`config.mk`:
```
export PLATFORM = sky130hd
export DESIGN_NAME = dac_power_state_and_volume
export DESIGN_NICKNAME = d
export VERILOG_FILES = /design/src/dac_pwr_vol_pkg.sv /design/src/dac_power_state_and_volume.sv /design/src/sample_fifo.sv
export SDC_FILE = /design/constraint.sdc
export NUM_CORES = 1
export LEC_CHECK = 0
export ABC_AREA = 1
export CAP_MARGIN = 20
export CORE_MARGIN = 5
export CORE_UTILIZATION = 63
export DETAILED_ROUTE_END_ITERATION = 10
export DONT_BUFFER_PORTS = 1
export PLACE_DENSITY = 0.86
export SYNTH_ARGS = -nofsm -noshare
export SYNTH_HDL_FRONTEND = slang
export SYNTH_SLANG_ARGS = --single-unit
```
`constraint.sdc`:
```
create_clock -name ref_clk -period 4.8 [get_ports ref_clk]
set_clock_uncertainty 0.05 [all_clocks]
set_input_delay 0.24 -clock ref_clk [delete_from_list [all_inputs] [get_ports ref_clk]]
set_output_delay 0.24 -clock ref_clk [all_outputs]
set_load 0.05 [all_outputs]
```
`src/dac_pwr_vol_pkg.sv`:
```
/*
  constants shared by the power state and digital gain block and its bound checker.
  assumes the serial control interface decodes register writes into a word index
  plus 10 bit data and hands them over as one-cycle strobes.
*/
// Summary of operation
// two-bit power state field, reset off
// master clock stop forces off, keeps registers
// clock restart reruns sequence to selected state
// sequencer steps through intermediate stages automatically
// off stops clocks, disables all blocks
// standby runs charge pump and control only
// state 10 powers blocks sequentially, soft muted
// state 11 releases soft mute, plays audio
// 11 to 10 applies 100dB soft mute
// standby entry powers down sequentially, 120dB attenuation
// off disables charge pump; restart fully reinitialises
// per-channel 9-bit gain, reset 190h
// code 000h is -100dB, 0.25dB steps, clamp
// update bit applies both gains together
// gain control only in I2C mode
// increase ramp bit 1, reset 0
// decrease ramp bit 0, reset 1
// ramp rate scales inversely with sample rate
// ramp uses 0.125dB increments, no zero cross
// step changes optionally zero-cross gated
// zero cross timeout 14400 samples forces change
// ramp advances one increment per sample
package dac_pwr_vol_pkg;
  localparam logic [3:0] PWR_CTRL_IDX = 4'h2;   // power_state_control
  localparam logic [3:0] CTRL3_IDX = 4'h5;      // dac_control_three
  localparam logic [3:0] LGAIN_IDX = 4'h6;      // left_gain
  localparam logic [3:0] RGAIN_IDX = 4'h7;      // right_gain
  localparam int PSEL_LSB = 0;                  // power_state_sel [1:0]
  localparam int DEC_RAMP_BIT = 0;              // gain_decrease_ramp_en
  localparam int INC_RAMP_BIT = 1;              // gain_increase_ramp_en
  localparam int ZC_BIT = 4;                    // zero_cross_gate_en
  localparam int APPLY_BIT = 9;                 // gain apply strobe bit
  localparam logic [1:0] PSEL_RST = 2'h0;
  localparam logic [9:0] CTRL3_RST = 10'h001;
  localparam logic [8:0] GAIN_RST = 9'h190;
  localparam logic [8:0] GAIN_MAX_CODE = 9'h1bf; // 1bfh and above clamp to +12dB
  localparam logic [9:0] GAIN_HALF_MAX = 10'h37e; // code 000h attenuation, 111.75dB in 0.125dB units
  localparam logic [9:0] SOFT_MUTE_ATTEN = 10'h320; // 100dB in 0.125dB units
  localparam logic [9:0] STANDBY_ATTEN = 10'h3c0;   // 120dB in 0.125dB units
  localparam int ZC_TIMEOUT_SAMPLES = 14400;
  localparam int MCLK_LOSS_NS = 2000;           // master clock presence window
  localparam int CLK_NS = 5;
  localparam int MCLK_LOSS_CYC = MCLK_LOSS_NS / CLK_NS;
  localparam int STAGE_CYC = 64;                // per block power step
  localparam int NUM_BLOCKS = 4;                // blocks stepped in sequence
  typedef enum logic [1:0] {PS_OFF, PS_STANDBY, PS_MUTED, PS_PLAY} pwr_sel_t;
endpackage

```
`src/dac_power_state_and_volume.sv`:
```
/*
  power state sequencer and per-channel digital gain for the stereo dac.
  assumes register writes arrive as one-cycle strobes from the serial control
  interface, audio samples arrive one pair per sample period with valid/ready,
  and mclk_seen toggles whenever the master clock runs.
*/
`timescale 1ns/10ps
`default_nettype none
module dac_power_state_and_volume
  import dac_pwr_vol_pkg::*;
#(
  parameter int SAMPLE_W = 24,
  parameter int FIFO_DEPTH = 8,
  parameter int ZC_TIMEOUT = ZC_TIMEOUT_SAMPLES
) (
  input wire logic ref_clk,
  input wire logic resetn,
  // register port
  input wire logic reg_wr,
  input wire logic reg_rd,
  input wire logic [3:0] reg_idx,
  input wire logic [9:0] reg_wdata,
  output logic [9:0] reg_rdata,
  input wire logic i2c_mode,
  // master clock activity marker (toggles while the clock runs)
  input wire logic mclk_seen,
  // audio input
  input wire logic smp_valid,
  output logic smp_ready,
  input wire logic [SAMPLE_W-1:0] smp_left,
  input wire logic [SAMPLE_W-1:0] smp_right,
  // audio output, samples passed unscaled, with the attenuation in force
  output logic out_valid,
  output logic [SAMPLE_W-1:0] out_left,
  output logic [SAMPLE_W-1:0] out_right,
  output logic [9:0] left_atten,
  output logic [9:0] right_atten,
  // power controls to analogue
  output logic clocks_en,
  output logic charge_pump_en,
  output logic [NUM_BLOCKS-1:0] block_en,
  output logic soft_mute,
  output logic [1:0] power_state
);
  localparam int FW = 2 * SAMPLE_W;
  localparam int ZW = $clog2(ZC_TIMEOUT + 1);

  // registers
  logic [1:0] power_state_sel_r;     // requested power state
  logic gain_decrease_ramp_en_r;
  logic gain_increase_ramp_en_r;
  logic zero_cross_gate_en_r;
  logic [8:0] left_gain_code_r;      // stored, not yet applied
  logic [8:0] right_gain_code_r;
  logic [8:0] left_tgt_r;            // applied targets
  logic [8:0] right_tgt_r;

  // power sequencer state
  logic [1:0] cur_r;                 // settled or transitional power state
  logic [$clog2(NUM_BLOCKS+1)-1:0] blk_cnt_r; // blocks powered so far
  logic [7:0] stage_r;               // per-stage delay
  logic [9:0] loss_r;                // master clock loss counter
  logic mclk_q_r;
  logic mclk_ok_r;
  logic mclk_ok;
  logic cfg_done;
  pwr_sel_t tgt;

  // gain engine
  logic [9:0] l_att_r;               // current attenuation, 0.125dB units
  logic [9:0] r_att_r;
  logic [ZW-1:0] zc_cnt_r;
  logic [SAMPLE_W-1:0] prev_l_r;
  logic [SAMPLE_W-1:0] prev_r_r;
  logic [9:0] l_goal;
  logic [9:0] r_goal;
  logic [9:0] mute_att;
  logic zc_hit;
  logic zc_force;

  // fifo plumbing
  logic f_valid;
  logic f_ready;
  logic [FW-1:0] f_data;
  logic [SAMPLE_W-1:0] s_l;
  logic [SAMPLE_W-1:0] s_r;

  sample_fifo #(
    .WIDTH(FW),
    .DEPTH(FIFO_DEPTH)
  ) u_fifo (
    .ref_clk(ref_clk),
    .resetn(resetn),
    .in_valid(smp_valid),
    .in_ready(smp_ready),
    .in_data({smp_left, smp_right}),
    .out_valid(f_valid),
    .out_ready(f_ready),
    .out_data(f_data)
  );
  assign s_l = f_data[FW-1:SAMPLE_W];
  assign s_r = f_data[SAMPLE_W-1:0];
  // samples drain only while the signal path is powered; else back-pressure
  assign f_ready = cfg_done;

  // power state register
  always_ff @(posedge ref_clk) begin
    if (!resetn) begin
      power_state_sel_r <= PSEL_RST;
    end else if (reg_wr && reg_idx == PWR_CTRL_IDX) begin
      power_state_sel_r <= reg_wdata[PSEL_LSB +: 2];
    end
  end

  // volume mode register
  always_ff @(posedge ref_clk) begin
    if (!resetn) begin
      gain_decrease_ramp_en_r <= CTRL3_RST[DEC_RAMP_BIT];
      gain_increase_ramp_en_r <= CTRL3_RST[INC_RAMP_BIT];
      zero_cross_gate_en_r <= CTRL3_RST[ZC_BIT];
    end else if (reg_wr && reg_idx == CTRL3_IDX) begin
      gain_decrease_ramp_en_r <= reg_wdata[DEC_RAMP_BIT];
      gain_increase_ramp_en_r <= reg_wdata[INC_RAMP_BIT];
      zero_cross_gate_en_r <= reg_wdata[ZC_BIT];
    end
  end

  // gain registers; apply bit copies both stored codes to the targets at once
  always_ff @(posedge ref_clk) begin
    if (!resetn) begin
      left_gain_code_r <= GAIN_RST;
      right_gain_code_r <= GAIN_RST;
      left_tgt_r <= GAIN_RST;
      right_tgt_r <= GAIN_RST;
    end else if (reg_wr && i2c_mode) begin
      if (reg_idx == LGAIN_IDX) begin
        left_gain_code_r <= reg_wdata[8:0];
        if (reg_wdata[APPLY_BIT]) begin
          left_tgt_r <= reg_wdata[8:0];
          right_tgt_r <= right_gain_code_r;
        end
      end else if (reg_idx == RGAIN_IDX) begin
        right_gain_code_r <= reg_wdata[8:0];
        if (reg_wdata[APPLY_BIT]) begin
          right_tgt_r <= reg_wdata[8:0];
          left_tgt_r <= left_gain_code_r;
        end
      end
    end
  end

  // read back; apply bit is a strobe and reads zero
  always_comb begin
    reg_rdata = 10'h000;
    if (reg_rd) begin
      case (reg_idx)
        PWR_CTRL_IDX: reg_rdata = {8'h00, power_state_sel_r};
        CTRL3_IDX: reg_rdata = {5'h00, zero_cross_gate_en_r, 2'h0,
                                gain_increase_ramp_en_r, gain_decrease_ramp_en_r};
        LGAIN_IDX: reg_rdata = {1'b0, left_gain_code_r};
        RGAIN_IDX: reg_rdata = {1'b0, right_gain_code_r};
        default: reg_rdata = 10'h000;
      endcase
    end
  end

  // master clock watchdog: no toggle within the window means the clock stopped;
  // registers are untouched, only the sequencer falls to off
  always_ff @(posedge ref_clk) begin
    if (!resetn) begin
      mclk_q_r <= 1'b0;
      loss_r <= '0;
      mclk_ok_r <= 1'b0;
    end else begin
      mclk_q_r <= mclk_seen;
      if (mclk_q_r != mclk_seen) begin
        loss_r <= '0;
        mclk_ok_r <= 1'b1;
      end else if (loss_r == 10'(MCLK_LOSS_CYC - 1)) begin
        mclk_ok_r <= 1'b0;
      end else begin
        loss_r <= loss_r + 10'h001;
      end
    end
  end
  assign mclk_ok = mclk_ok_r;
  // a stopped clock forces off; restart heads back to the selected state
  assign tgt = mclk_ok ? pwr_sel_t'(power_state_sel_r) : PS_OFF;

  // sequencer: one stage per step, blocks enabled or disabled one at a time
  always_ff @(posedge ref_clk) begin
    if (!resetn) begin
      cur_r <= PS_OFF;
      blk_cnt_r <= '0;
      stage_r <= '0;
    end else if (stage_r != 8'h00) begin
      stage_r <= stage_r - 8'h01;
    end else begin
      case (pwr_sel_t'(cur_r))
        PS_OFF: begin
          blk_cnt_r <= '0;
          if (tgt != PS_OFF) begin
            cur_r <= PS_STANDBY;
            stage_r <= 8'(STAGE_CYC - 1);
          end
        end
        PS_STANDBY: begin
          if (tgt == PS_OFF && blk_cnt_r == '0) begin
            cur_r <= PS_OFF;
          end else if (tgt == PS_OFF || tgt == PS_STANDBY) begin
            if (blk_cnt_r != '0) begin
              blk_cnt_r <= blk_cnt_r - 1'b1;
              stage_r <= 8'(STAGE_CYC - 1);
            end
          end else if (blk_cnt_r != ($bits(blk_cnt_r))'(NUM_BLOCKS)) begin
            blk_cnt_r <= blk_cnt_r + 1'b1;
            stage_r <= 8'(STAGE_CYC - 1);
          end else begin
            cur_r <= PS_MUTED;
          end
        end
        PS_MUTED: begin
          // drop to standby only once the soft mute has fully taken hold; a stopped master clock
          // also stops the samples, so the mute wait is skipped or the fall would hang
          if (tgt == PS_PLAY) begin
            cur_r <= PS_PLAY;
          end else if (tgt != PS_MUTED && (!mclk_ok || (l_att_r == mute_att && r_att_r == mute_att))) begin
            cur_r <= PS_STANDBY;
          end
        end
        PS_PLAY: begin
          if (tgt != PS_PLAY) begin
            cur_r <= PS_MUTED;
          end
        end
        default: cur_r <= PS_OFF;
      endcase
    end
  end

  assign cfg_done = (pwr_sel_t'(cur_r) == PS_MUTED) || (pwr_sel_t'(cur_r) == PS_PLAY);
  assign power_state = cur_r;
  assign clocks_en = (pwr_sel_t'(cur_r) != PS_OFF);
  assign charge_pump_en = (pwr_sel_t'(cur_r) != PS_OFF);
  assign soft_mute = (pwr_sel_t'(cur_r) != PS_PLAY);

  // block enables, one bit per powered block
  for (genvar b = 0; b < NUM_BLOCKS; b++) begin : g_blk
    assign block_en[b] = (blk_cnt_r > ($bits(blk_cnt_r))'(b));
  end

  // attenuation goals: code to 0.125dB units, clamped at +12dB
  function automatic logic [9:0] code_att(input logic [8:0] code);
    logic [8:0] c;
    c = (code >= GAIN_MAX_CODE) ? GAIN_MAX_CODE : code;
    return GAIN_HALF_MAX - {c, 1'b0};
  endfunction

  assign mute_att = cfg_done ? SOFT_MUTE_ATTEN : STANDBY_ATTEN;
  assign l_goal = soft_mute ? mute_att : code_att(left_tgt_r);
  assign r_goal = soft_mute ? mute_att : code_att(right_tgt_r);

  // zero cross: sign change on either channel since the last sample
  assign zc_hit = (s_l[SAMPLE_W-1] != prev_l_r[SAMPLE_W-1]) ||
                  (s_r[SAMPLE_W-1] != prev_r_r[SAMPLE_W-1]);
  assign zc_force = (zc_cnt_r == ZW'(ZC_TIMEOUT - 1));

  // zero cross timeout counter, counts samples while a step is pending
  always_ff @(posedge ref_clk) begin
    if (!resetn) begin
      zc_cnt_r <= '0;
      prev_l_r <= '0;
      prev_r_r <= '0;
    end else if (f_valid && f_ready) begin
      prev_l_r <= s_l;
      prev_r_r <= s_r;
      if ((l_att_r != l_goal || r_att_r != r_goal) && !zc_hit && !zc_force) begin
        zc_cnt_r <= zc_cnt_r + 1'b1;
      end else begin
        zc_cnt_r <= '0;
      end
    end
  end

  // gain engine: advance once per sample, ramp or step per direction
  function automatic logic [9:0] gain_step(input logic [9:0] cur, input logic [9:0] goal,
                                           input logic ramp_up, input logic ramp_dn,
                                           input logic zc_en, input logic zc_ok);
    logic [9:0] nxt;
    nxt = cur;
    if (goal > cur) begin
      // more attenuation means a gain decrease
      if (ramp_dn) begin
        nxt = cur + 10'h001;
      end else if (!zc_en || zc_ok) begin
        nxt = goal;
      end
    end else if (goal < cur) begin
      if (ramp_up) begin
        nxt = cur - 10'h001;
      end else if (!zc_en || zc_ok) begin
        nxt = goal;
      end
    end
    return nxt;
  endfunction

  always_ff @(posedge ref_clk) begin
    if (!resetn) begin
      l_att_r <= STANDBY_ATTEN;
      r_att_r <= STANDBY_ATTEN;
    end else if (!cfg_done) begin
      l_att_r <= STANDBY_ATTEN;
      r_att_r <= STANDBY_ATTEN;
    end else if (f_valid) begin
      // one step per sample gives a ramp rate inverse to sample rate
      l_att_r <= gain_step(l_att_r, l_goal, gain_increase_ramp_en_r,
                           gain_decrease_ramp_en_r, zero_cross_gate_en_r, zc_hit || zc_force);
      r_att_r <= gain_step(r_att_r, r_goal, gain_increase_ramp_en_r,
                           gain_decrease_ramp_en_r, zero_cross_gate_en_r, zc_hit || zc_force);
    end
  end

  // output register: samples pass with the attenuation in force
  always_ff @(posedge ref_clk) begin
    if (!resetn) begin
      out_valid <= 1'b0;
      out_left <= '0;
      out_right <= '0;
      left_atten <= STANDBY_ATTEN;
      right_atten <= STANDBY_ATTEN;
    end else begin
      out_valid <= f_valid && f_ready;
      left_atten <= l_att_r;
      right_atten <= r_att_r;
      if (f_valid && f_ready) begin
        out_left <= s_l;
        out_right <= s_r;
      end
    end
  end
endmodule
`default_nettype wire

```
`src/sample_fifo.sv`:
```
/*
  small synchronous fifo carrying stereo sample words to the gain stage.
  assumes one clock; full and empty are exact, no overflow is possible
  because in_ready drops when full.
*/
`timescale 1ns/10ps
`default_nettype none
module sample_fifo #(
  parameter int WIDTH = 48,
  parameter int DEPTH = 8
) (
  input wire logic ref_clk,
  input wire logic resetn,
  input wire logic in_valid,
  output logic in_ready,
  input wire logic [WIDTH-1:0] in_data,
  output logic out_valid,
  input wire logic out_ready,
  output logic [WIDTH-1:0] out_data
);
  localparam int AW = $clog2(DEPTH);
  logic [WIDTH-1:0] mem_r [DEPTH];   // storage words
  logic [AW-1:0] wr_r;               // write pointer
  logic [AW-1:0] rd_r;               // read pointer
  logic [AW:0] cnt_r;                // fill level
  logic push;
  logic pop;

  assign in_ready = (cnt_r != DEPTH[AW:0]);
  assign out_valid = (cnt_r != '0);
  assign push = in_valid && in_ready;
  assign pop = out_valid && out_ready;
  assign out_data = mem_r[rd_r];

  // storage written only, no reset needed for data
  always_ff @(posedge ref_clk) begin
    if (push) begin
      mem_r[wr_r] <= in_data;
    end
  end

  // pointers and level
  always_ff @(posedge ref_clk) begin
    if (!resetn) begin
      wr_r <= '0;
      rd_r <= '0;
      cnt_r <= '0;
    end else begin
      if (push) begin
        wr_r <= (wr_r == AW'(DEPTH - 1)) ? '0 : wr_r + 1'b1;
      end
      if (pop) begin
        rd_r <= (rd_r == AW'(DEPTH - 1)) ? '0 : rd_r + 1'b1;
      end
      cnt_r <= cnt_r + {{AW{1'b0}}, push} - {{AW{1'b0}}, pop};
    end
  end
endmodule
`default_nettype wire

```
Word level (Yosys, flattened, before mapping)
Memories as Yosys holds them, arrays and structs flattened. A register that Yosys moved wholly into a read port is not among the register bits. Index checks and enable logic that the tools add are counted.

Memories: 1. Memory bits (writable): 384. Bits in registers: 179.

Bitwise gates (word level): 3. $lt $le $gt $ge: 10. Reductions and logical operators: 45. Equal/unequal tests: 39. Multiplexer cells: 54. $add $sub $neg: 15.

Memories: u_fifo.mem_r (depth 8, bits a word 48, rd ports 1, clocked after memory_dff 1, wr ports 1, RTL line sample_fifo.sv:22) `logic [WIDTH-1:0] mem_r [DEPTH];`.

Operator list (count): 10-bit two-way mux (12); 9-bit two-way mux (10); 8-bit two-way mux (7); 9-bit case mux with 4 select lines (1); 10-bit by 1-bit adder with 10-bit output, second input constant (3); 3-bit two-way mux (8); 3-bit != test, second input constant (8); 10-bit == test (2); 10-bit > comparator (2); 10-bit less-than comparator (2); 10-bit != test (2); 10-bit by 1-bit subtractor with 10-bit output, second input constant (2); 10-bit subtractor, first input constant (2); 9-bit greater-or-equal comparator, second input constant (2); 2-bit two-way mux (8); 2-bit != test, second input constant (8); 8-bit case mux with 2 select lines (1); 14-bit by 1-bit adder with 14-bit output, second input constant (1); 14-bit == test, second input constant (1); 14-bit two-way mux (1); 2-bit nonzero test (7); 4-bit by 3-bit == test with 1-bit output, second input constant (3); 4-bit != test, second input constant (3); 10-bit by 9-bit == test with 1-bit output, second input constant (1); 30 further kinds (69).

Depth between registers and ports, before layout
Gate-level depths: netlist (run 1).

Depth in word-level cells: 10. Depth in mapped cells: 23. Mapped depth without buffers: 23.

Hierarchy
From an unflattened synthesis (run 1), not the netlist that was laid out.

Cells, all modules: 3136. Area total of the unflattened synthesis: 26566.7 µm².

Modules (own cells, without submodules): sample_fifo (sequential area each 11791.3 µm², times used 1, cells an instance 1756, area an instance 17355.4 µm²); dac_power_state_and_volume (sequential area each 3383.2 µm², times used 1, cells an instance 1380, area an instance 9211.3 µm²).

Worst setup path before layout (run 1)
OpenSTA, ideal clock, no wires.

Path type: register to register. From: reg u_fifo.cnt_r[2]. To: mem u_fifo.mem_r[0][0], enable pin. Slack: 931 ps. Path buffers: 0. Arrival: 3366 ps. Period minus slack after synthesis: 3869 ps. Setup time: 454 ps. Stages on the path, launching flop included: 8. Cell sequence: dfxtp_1 -> inv_1 -> ha_1 -> nand3_1 -> nand2_1 -> inv_1 -> nand2_1 -> nor2_1.

Longest elaborated chain between the ends: 4.

RTL lines: start: declaration (RTL line sample_fifo.sv:25) `logic [AW:0] cnt_r;`; start signal: assignment (RTL line sample_fifo.sv:55) `cnt_r <= cnt_r + {{AW{1'b0}}, push} - {{AW{1'b0}}, pop};`; 4-bit != test (RTL line sample_fifo.sv:29) `assign in_ready = (cnt_r != DEPTH[AW:0]);`; named net smp_ready (RTL line dac_power_state_and_volume.sv:29) `output logic smp_ready,`; 1-bit logical AND (RTL line sample_fifo.sv:31) `assign push = in_valid && in_ready;`; named net u_fifo.push (RTL line sample_fifo.sv:26) `logic push;`; 1-bit two-way mux (RTL line sample_fifo.sv:37) `if (push) begin`; 1-bit two-way mux (not written as such) (RTL line sample_fifo.sv:38) `mem_r[wr_r] <= in_data;`; end: declaration (RTL line sample_fifo.sv:22).

The timed path passes the listed nets, and every way through them passes these cells.

Worst setup path after layout (run 1)
From: reg cur_r[0] (netlist: power_state[0]). To: reg l_att_r[0].

Longest elaborated chain between the ends: 7. Elaborated cells between the ends (all ways): 16. Classes of those cells: order compare (2); eq/ne (3); mux (7); reduce/logical (4).

RTL lines: start: declaration (RTL line dac_power_state_and_volume.sv:59) `logic [1:0] cur_r;`; start signal: assignment (RTL line dac_power_state_and_volume.sv:193) `cur_r <= PS_OFF;`; start signal: assignment (RTL line dac_power_state_and_volume.sv:203) `cur_r <= PS_STANDBY;`; start signal: assignment (RTL line dac_power_state_and_volume.sv:209) `cur_r <= PS_OFF;`; 2-bit == test (RTL line dac_power_state_and_volume.sv:241) `assign cfg_done = (pwr_sel_t'(cur_r) == PS_MUTED) || (pwr_sel_t'(cur_r) == PS_PLAY);`; 1-bit logical OR (RTL line dac_power_state_and_volume.sv:241); 8-bit two-way mux (RTL line dac_power_state_and_volume.sv:259) `assign mute_att = cfg_done ? SOFT_MUTE_ATTEN : STANDBY_ATTEN;`; 10-bit two-way mux (RTL line dac_power_state_and_volume.sv:260) `assign l_goal = soft_mute ? mute_att : code_att(left_tgt_r);`; 10-bit > comparator or 10-bit less-than comparator (tied branches) (RTL line dac_power_state_and_volume.sv:291, dac_power_state_and_volume.sv:298); 2-bit nonzero test (no line); 2-bit AND reduction (no line); end signal: assignment (RTL line dac_power_state_and_volume.sv:317) `l_att_r <= gain_step(l_att_r, l_goal, gain_increase_ramp_en_r,`; end: declaration (RTL line dac_power_state_and_volume.sv:70) `logic [9:0] l_att_r;`.

Parallel ways exist; a longest one is shown, timed or not. The select of a mux whose other input is x is not followed. A chain may end at the register's enable or synchronous reset.

==> results of run 1 <==
[per-stage QoR]
| stage | std cells | cell area [um^2] | total power (W) |
|---|---|---|---|
| 2_1_floorplan | 2367 | 24000 | 0.00630 |
| 3_3_place_gp | 2762 | 24400 | 0.00650 |
| 3_5_place_dp | 2762 | 24400 | 0.00655 |
| 4_1_cts | 2936 | 27000 | 0.0109 |
| 5_1_grt | 2941 | 27000 | 0.0112 |
| 6_report | 2941 | 27000 | 0.0109 |
[kinds of logic after synthesis]
family / count (synthesis) / synth area share
fa+ha+maj: 47 / 0.0248
xor+xnor: 27 / 0.00984
simple gates: 780 / 0.134
flops: 566 / 0.631
other cells: 1 / 0.000156
compound gates: 649 / 0.150
buf+inv: 297 / 0.0494
[per-layer routing]
| layer | global-route usage | vias to the layer above |
|---|---|---|
| met3 | 0.0558 | 215 |
| li1 | - | 8401 |
| met4 | 0.123 | 2 |
| met1 | 0.364 | 8944 |
| met2 | 0.501 | 1275 |
| met5 | 0 | - |
[worst max path at each step]
stage	slack [ns]	to
2_1_floorplan	0.93	u_fifo.mem_r[0][0]
3_3_place_gp	1.36	l_att_r[0]
3_5_place_dp	1.28	r_att_r[1]
4_1_cts	1.23	l_att_r[0]
5_1_grt	0.71	r_att_r[1]
6_report	1.08	l_att_r[0]
[flip-flops by register name, summed over array words and instances, names as in the netlist, 2 cells and up, named ones only]
| register | count |
|---|---|
| r_att_r | 10 |
| out_right | 24 |
| zc_cnt_r | 14 |
| right_gain_code_r | 9 |
| u_fifo.rd_r | 3 |
| power_state_sel_r | 2 |
| stage_r | 8 |
| l_att_r | 10 |
| blk_cnt_r | 3 |
| right_tgt_r | 9 |
| left_gain_code_r | 9 |
| out_left | 24 |
| loss_r | 10 |
| u_fifo.mem_r | 384 |
| u_fifo.wr_r | 3 |
| power_state | 2 |
| left_atten | 10 |
| u_fifo.cnt_r | 4 |
| right_atten | 10 |
| left_tgt_r | 9 |
[power by group]
part           leakage, nW  switching [W]  internal [W]  total [W]
clock                0.873        0.00185       0.00244    0.00429
combinational         3.93       0.000737      0.000278    0.00101
sequential            4.96      0.0000950       0.00548    0.00557
total                 9.76        0.00268       0.00820     0.0109
[cell usage in the layout, fill, tap and decap left out, types with 5 or more instances in the layout]
cell type | synthesis | layout
edfxtp_1 | 384 | 384
o21ai_0 | 335 | 334
nor2_1 | 313 | 305
nand2_1 | 289 | 289
dfxtp_1 | 182 | 179
a21oi_1 | 157 | 157
inv_1 | 151 | 149
nand3_1 | 107 | 107
dlygate4sd3_1 | 0 | 74
clkbuf_16 | 0 | 54
o22ai_1 | 48 | 48
o221ai_1 | 46 | 46
ha_1 | 46 | 46
nand4_1 | 27 | 27
nor3_1 | 23 | 23
xor2_1 | 22 | 22
o21ai_1 | 19 | 20
buf_4 | 5 | 17
o211ai_1 | 15 | 15
clkinv_2 | 0 | 13
clkbuf_1 | 112 | 12
clkinv_1 | 5 | 11
nor2_4 | 0 | 8
buf_12 | 0 | 8
o21bai_1 | 6 | 6
clkbuf_8 | 0 | 6
nor4_1 | 5 | 5
xnor2_1 | 5 | 5
bufinv_16 | 0 | 5
[cell type report]
| cell class | instances | area, um^2 |
|---|---|---|
| fill | 2475 | 10700 |
| multi-input combinational | 1504 | 7730 |
| sequential | 566 | 15200 |
| inverter | 157 | 593 |
| tap | 511 | 639 |
| clock buffer | 72 | 1480 |
| antenna | 3 | 7.51 |
| clock inverter | 28 | 303 |
| timing repair buffer | 100 | 1060 |
[worst max-delay path, delay by kind of cell, from the launching register on]
kind,cells,cell delay (ns)
AO/OA/AOI/OAI,5,0.67
adder cells (fa/ha/maj),1,0.26
buffers and inverters,4,0.81
flip-flops,1,0.80
AND/OR/NAND/NOR,7,1.05
==> impl_results.md, run 1 <==
- Yosys warns: 0
- Initial antenna violation count: 4
- Drt wl/cell: about 22 um
- Fin crit period: 3.72 ns
- Slowest Stage Delay on Critical Path: 0.80 ns
- I/O pins: 158
- Seq cells post-synth: 566
- Cts bufs inserted: 54
- Largest net degree at the start of global routing: 105
- Post-synth ARST share: 0
- Hold WC Path Type: primary input to flip-flop
- Leak: 9.76 nW
- Status: complete, no violations
- First drt pass iteration count: 7
- Crit-path cells: nand2_1 > buf_4 > inv_1 > nand2_1 > nor2_1 > ha_1 > a21oi_1 > o21ai_0 > nand2_1 > o2111ai_1 > nand2_1 > clkinv_1 > a21oi_1 > o21ai_0 > nand3_1 > nand2_1 > inv_1
- # Post-CTS Setup Buffers: 0
- Final hold violation count: 0
- Worst setup startpoint: power_state[0]
- R2r endpoint: l_att_r[0]
- Die Area: 42200 um^2
- Metal3 WL: roughly 6600 um
- Syn nets: 2483
- Synth area leaders: edfxtp_1 (48%), dfxtp_1 (15%), o21ai_0 (7.0%)
- Vias per cell: 6.40
- Clock buffer depth: 3
- Crit-path max FO: 12
- Worst r2r path cells: 17
- Final ANT Viol Nets: 0
- Hold Path Stages: 4
- Final setup violation count: 0
- Final worst slack: 1.08 ns
- Final #Nets: 2499
- Min-Delay Endpoint: left_gain_code_r[8]
- Maximum clock rate: 0.269 GHz
- Core footprint: about 38000 um^2
- Setup TNS: 0 ns
- Peak supply drop: 0.431 mV
- Most common cell in the netlist: edfxtp_1
- Root buf cell: clkbuf_16
- Starting density of the core: 0.638
- DRC viols: 0
- Distinct cells, synth: between 40 and 50
- CTS tree: yes
- Clock latency on the worst-skew pair: 0.62 ns
- Post-CTS Hold Fix Bufs: 74
- Area Overhead vs Synth: 12.3%
- DIE WIDTH: just over 200 um
- Dpl hpwl: 35200 um
- Synthesized area per cell: between 10 and 15 um^2
- Drt initial violations: roughly 2400
- All-layer global routing usage: 0.291
- Drt total wl: around 63000 um
- Post-synth EDFFs: 384
- Slowest cell on the critical path: dfxtp_1
- Number of global-route vias before repair: 18300
- Global-route wire length before repair: 97500 um
- FF-to-FF Start: power_state[0]
- Synth area leader: edfxtp_1
- Post-CTS Resized: 0
- Unrepaired setup endpoints after global routing: false
- Global route overflow: 0
- Most used cell, CP: nand2_1
- Highest routed layer: met5
- Crit Path Class: flip-flop to flip-flop
- Seq/Total Area, Yosys: 0.631
- Max-slew violations: 0
- Worst slack, placed: between 1 and 1.5 ns
- Die Height: roughly 210 um
- Crit. End Element: flip-flop
- Fin crit share: 0.775
- PortBufs: 0
- H-tree depth: 2
- Fin Hold WS: 0.0713 ns
- Mapped cell area: roughly 24000 um^2
- Post-Syn Instances: 2367
- Worst Path Required: 5.27 ns
- Power per cell area: 403 nW/um^2
- Slew of the pin with the lowest slew margin: between 1 and 1.5 ns
- Startpoint types: flip-flop
- Reg2Reg Setup Slack: 1.08 ns
- Vias: 18800
- Row count: 71
- Rel. slew slack: 0.267
- Met2 WL post-DR: between 30000 and 40000 um
- Max_cap viols: 0
- Placer congestion estimate: 0.970
- Reg clk slew, reported paths: 0.06 ns
- CP arrival: 4.19 ns
- Main flop type after synthesis: edfxtp_1
- Clk sinks: 566
- Layout cell share with drive strength beyond 1: 0.0544
- Final Util: 0.717
- Share of the synthesized area in the top cell type: 0.480
- Worst Hold Launch: reg_idx[0]
- Synth cell count leaders: edfxtp_1 (384), o21ai_0 (335), nor2_1 (313)
- Met1 wire length: 23100 um
Power figures use the tool's default switching activity.
==> inputs of run 2 (changes only) <==
==> constraint.sdc (replaced) <==
create_clock -name ref_clk -period 3.6 [get_ports ref_clk]
set_clock_uncertainty 0.05 [all_clocks]
set_input_delay 0.18 -clock ref_clk [delete_from_list [all_inputs] [get_ports ref_clk]]
set_output_delay 0.18 -clock ref_clk [all_outputs]
set_load 0.05 [all_outputs]
==> run 2 against run 1 <==
  * Clock power is 34% higher
  * Power is 34% higher
  * Final area is 0.71% higher
  * Critical path type unchanged
  * Register-to-register slack worse by 0.64 ns
  * Critical path depth is 5 higher
  * Routed wire length is 0.57% higher
==> impl_results.md, run 2 (same netlist as run 1, synthesis figures left out) <==
- Vias per cell: 6.31 (was 6.40)
- Non-Filler Instances: 2969 (was 2941)
- Max_cap viols: 0 (unchanged)
- Slowest cell on the critical path: dfxtp_1 (unchanged)
- Comb pwr share: 0.093 (about the same)
- Clk pwr share: 0.396 (was 0.394)
- Number of global-route vias before repair: 18100 (was 18300)
- Placer congestion estimate: 0.942 (was 0.970)
- CTS tree: yes (unchanged)
- Row count: 71 (unchanged)
- Design area: 27200 um^2 (was 27000 um^2)
- Unrepaired setup endpoints after global routing: false (unchanged)
- Sequential cell fraction of total power: 0.511 (was 0.512)
- Drt total wl: 63700 um (was 63300 um)
- Top Registers: u_fifo.mem_r x384, out_left x24, out_right x24 (unchanged)
- Most common cell after layout, fill and taps aside: edfxtp_1 (unchanged)
- Fin Hold WS: 0.0847 ns (was 0.0713 ns)
- Clk sinks: 566 (unchanged)
- CP bufs+invs: 2 (was 4)
- Drt wl/cell: 21.4 um (was 21.5 um)
- DIE WIDTH: 205 um (unchanged)
- Drt initial violations: 2357 (was 2404)
- Layout cell share with drive strength beyond 1: 0.0689 (was 0.0544)
- Fin crit share: 0.879 (was 0.775)
- Worst setup startpoint: right_tgt_r[8] (was power_state[0])
- Clock latency on the worst-skew pair: 0.63 ns (was 0.62 ns)
- Slowest Stage Delay on Critical Path: 0.40 ns (was 0.80 ns)
- Area Overhead vs Synth: 13.1% (was 12.3%)
- Die Area: 42200 um^2 (unchanged)
- Global-route wire length before repair: 99300 um (was 97500 um)
- Final ANT Viol Nets: 0 (unchanged)
- Cts bufs inserted: 55 (was 54)
- PortBufs: 0 (unchanged)
- Largest net degree at the start of global routing: 173 (was 105)
- Largest register by flop count: u_fifo.mem_r (unchanged)
- Max-slew violations: 0 (unchanged)
- Maximum clock rate: 0.316 GHz (was 0.269 GHz)
- Worst path top cell family by delay: simple AND/OR/NAND/NOR gates (unchanged)
- Global route overflow: 0 (unchanged)
- Worst slack, placed: 0.352 ns (was 1.28 ns)
- Crit-path max FO: 10 (was 12)
- DRC viols: 0 (unchanged)
- Crit. End Element: flip-flop (unchanged)
- Crit Path Class: flip-flop to flip-flop (unchanged)
- Startpoint types: flip-flop (unchanged)
- Reg clk slew, reported paths: 0.06 ns (about the same)
- Max reg flops: 384 (unchanged)
- Net switching fraction of the power: 0.248 (was 0.246)
- Status: complete, no violations (unchanged)
- Die Height: 205 um (unchanged)
- Peak supply drop: 0.512 mV (was 0.431 mV)
- Initial antenna violation count: 6 (was 4)
- Crit-path cells: nand2_1 > nor2_1 > nand3_1 > nand2_1 > nor2_1 > ha_1 > a21oi_1 > o21ai_0 > ha_1 > nand2_1 > inv_1 > nand2_1 > nor4_1 > o21ai_0 > nand3b_1 > nand2_2 > buf_4 > a21oi_1 > o21ai_1 > nand2_1 > nand2_1 > nand2_1 (was nand2_1 > buf_4 > inv_1 > nand2_1 > nor2_1 > ha_1 > a21oi_1 > o21ai_0 > nand2_1 > o2111ai_1 > nand2_1 > clkinv_1 > a21oi_1 > o21ai_0 > nand3_1 > nand2_1 > inv_1)
- Worst Hold Launch: reg_idx[2] (was reg_idx[0])
- Leak: 9.91 nW (was 9.76 nW)
- Commonest cells after routing, fill and taps aside: edfxtp_1 (384), o21ai_0 (334), nor2_1 (305) (unchanged)
- Worst r2r path cells: 22 (was 17)
- Area after DPL: 24600 um^2 (was 24400 um^2)
- Worst Path Required: 4.12 ns (was 5.27 ns)
- Most used cell, CP: nand2_1 (unchanged)
- Setup TNS: 0 ns (unchanged)
- H-tree depth: 2 (unchanged)
- CP arrival: 3.68 ns (was 4.19 ns)
- Rel. slew slack: 0.314 (was 0.267)
- First drt pass iteration count: 6 (was 7)
- Placed insts: 2789 (was 2762)
- Net Sw Power: 0.00361 W (was 0.00268 W)
- Dpl hpwl: 34800 um (was 35200 um)
- Hold Path Stages: 6 (was 4)
- Reg2Reg Setup Slack: 0.44 ns (was 1.08 ns)
- Vias: 18700 (was 18800)
- Final hold violation count: 0 (unchanged)
- Slew of the pin with the lowest slew margin: 1.03 ns (was 1.10 ns)
- Fin crit period: 3.16 ns (was 3.72 ns)
- Min-Delay Endpoint: gain_increase_ramp_en_r (was left_gain_code_r[8])
- All-layer global routing usage: 0.298 (was 0.291)
- Pint: 0.0109 W (was 0.00820 W)
- Core footprint: 37700 um^2 (unchanged)
- Final worst slack: 0.437 ns (was 1.08 ns)
- Power per cell area: 535 nW/um^2 (was 403 nW/um^2)
- Final setup violation count: 0 (unchanged)
- Final #Nets: 2524 (was 2499)
- Starting density of the core: 0.638 (unchanged)
- I/O pins: 158 (unchanged)
- Root buf cell: clkbuf_16 (unchanged)
- FF-to-FF Start: right_tgt_r[8] (was power_state[0])
- Hold WC Path Type: primary input to flip-flop (unchanged)
- R2r endpoint: r_att_r[8] (was l_att_r[0])
- Clock buffer depth: 3 (unchanged)
## run 2: changes by cell type in the layout (fill, tap and decap cells not counted), moves of 2 or more
| cell | before | now |
|---|---|---|
| clkinv_1 | 11 | 6 |
| bufinv_16 | 5 | 2 |
| buf_4 | 17 | 48 |
| dlygate4sd3_1 | 74 | 71 |
| clkinv_2 | 13 | 15 |
| clkbuf_8 | 6 | 14 |
| buf_12 | 8 | 3 |
## run 2: power groups by stage
| stage | registers [W] | clock network (W) | logic, W |
|---|---|---|---|
| finish | 0.00744 | 0.00576 | 0.00135 |
| global route | 0.00746 | 0.00610 | 0.00147 |
| CTS | 0.00743 | 0.00578 | 0.00132 |
| detailed placement | 0.00756 | 0 | 0.00117 |
| global placement | 0.00754 | 0 | 0.00112 |
| floorplan | 0.00755 | 0 | 0.000851 |
## run 2: through the flow
step	util	power [W]
4_1_cts	0.721	0.0145
3_5_place_dp	0.652	0.00873
3_3_place_gp	0.652	0.00867
5_1_grt	0.722	0.0150
6_report	0.722	0.0145
2_1_floorplan	-	0.00840
## run 2: cell type report
type,count,area [um^2]
flip-flops and latches,566,15200
multi-input cells,1504,7740
diodes,4,10.0
repair buffers,124,1190
well taps,511,639
clock buffers,81,1610
fillers,2459,10500
inverters,157,593
clock inverters,22,218
## run 2: worst max-delay path by stage
stage	endpoint	slack, ns	cells after the start
2_1_floorplan	u_fifo.mem_r[0][0]	-0.27	7
3_3_place_gp	r_att_r[1]	0.39	22
3_5_place_dp	r_att_r[1]	0.35	22
4_1_cts	r_att_r[1]	0.35	22
5_1_grt	l_att_r[5]	0.02	21
6_report	r_att_r[8]	0.44	22
## run 2: routing by layer
layer / global-route usage / up-vias / share of wire
met5: 0 / - / 0.00033
met4: 0.119 / 4 / 0.034
met3: 0.0673 / 196 / 0.11
met2: 0.495 / 1273 / 0.49
met1: 0.384 / 8826 / 0.37
li1: - / 8447 / -
## run 2: worst min-delay path, cell delays in order
cell and delay [ns]:
inv_1 0.03, nor2_1 0.05, nand3_1 0.12, inv_1 0.07, nand2_1 0.14, a21oi_1 0.08
## run 2: repair_timing
| item | CTS | global route |
|---|---|---|
| setup buffers | 0 | 0 |
| hold buffers | 72 | 0 |
| gates resized for setup | 0 | 3 |
| endpoints found under the hold margin | 532 | 0 |
| endpoints found under the setup margin | 0 | 23 |
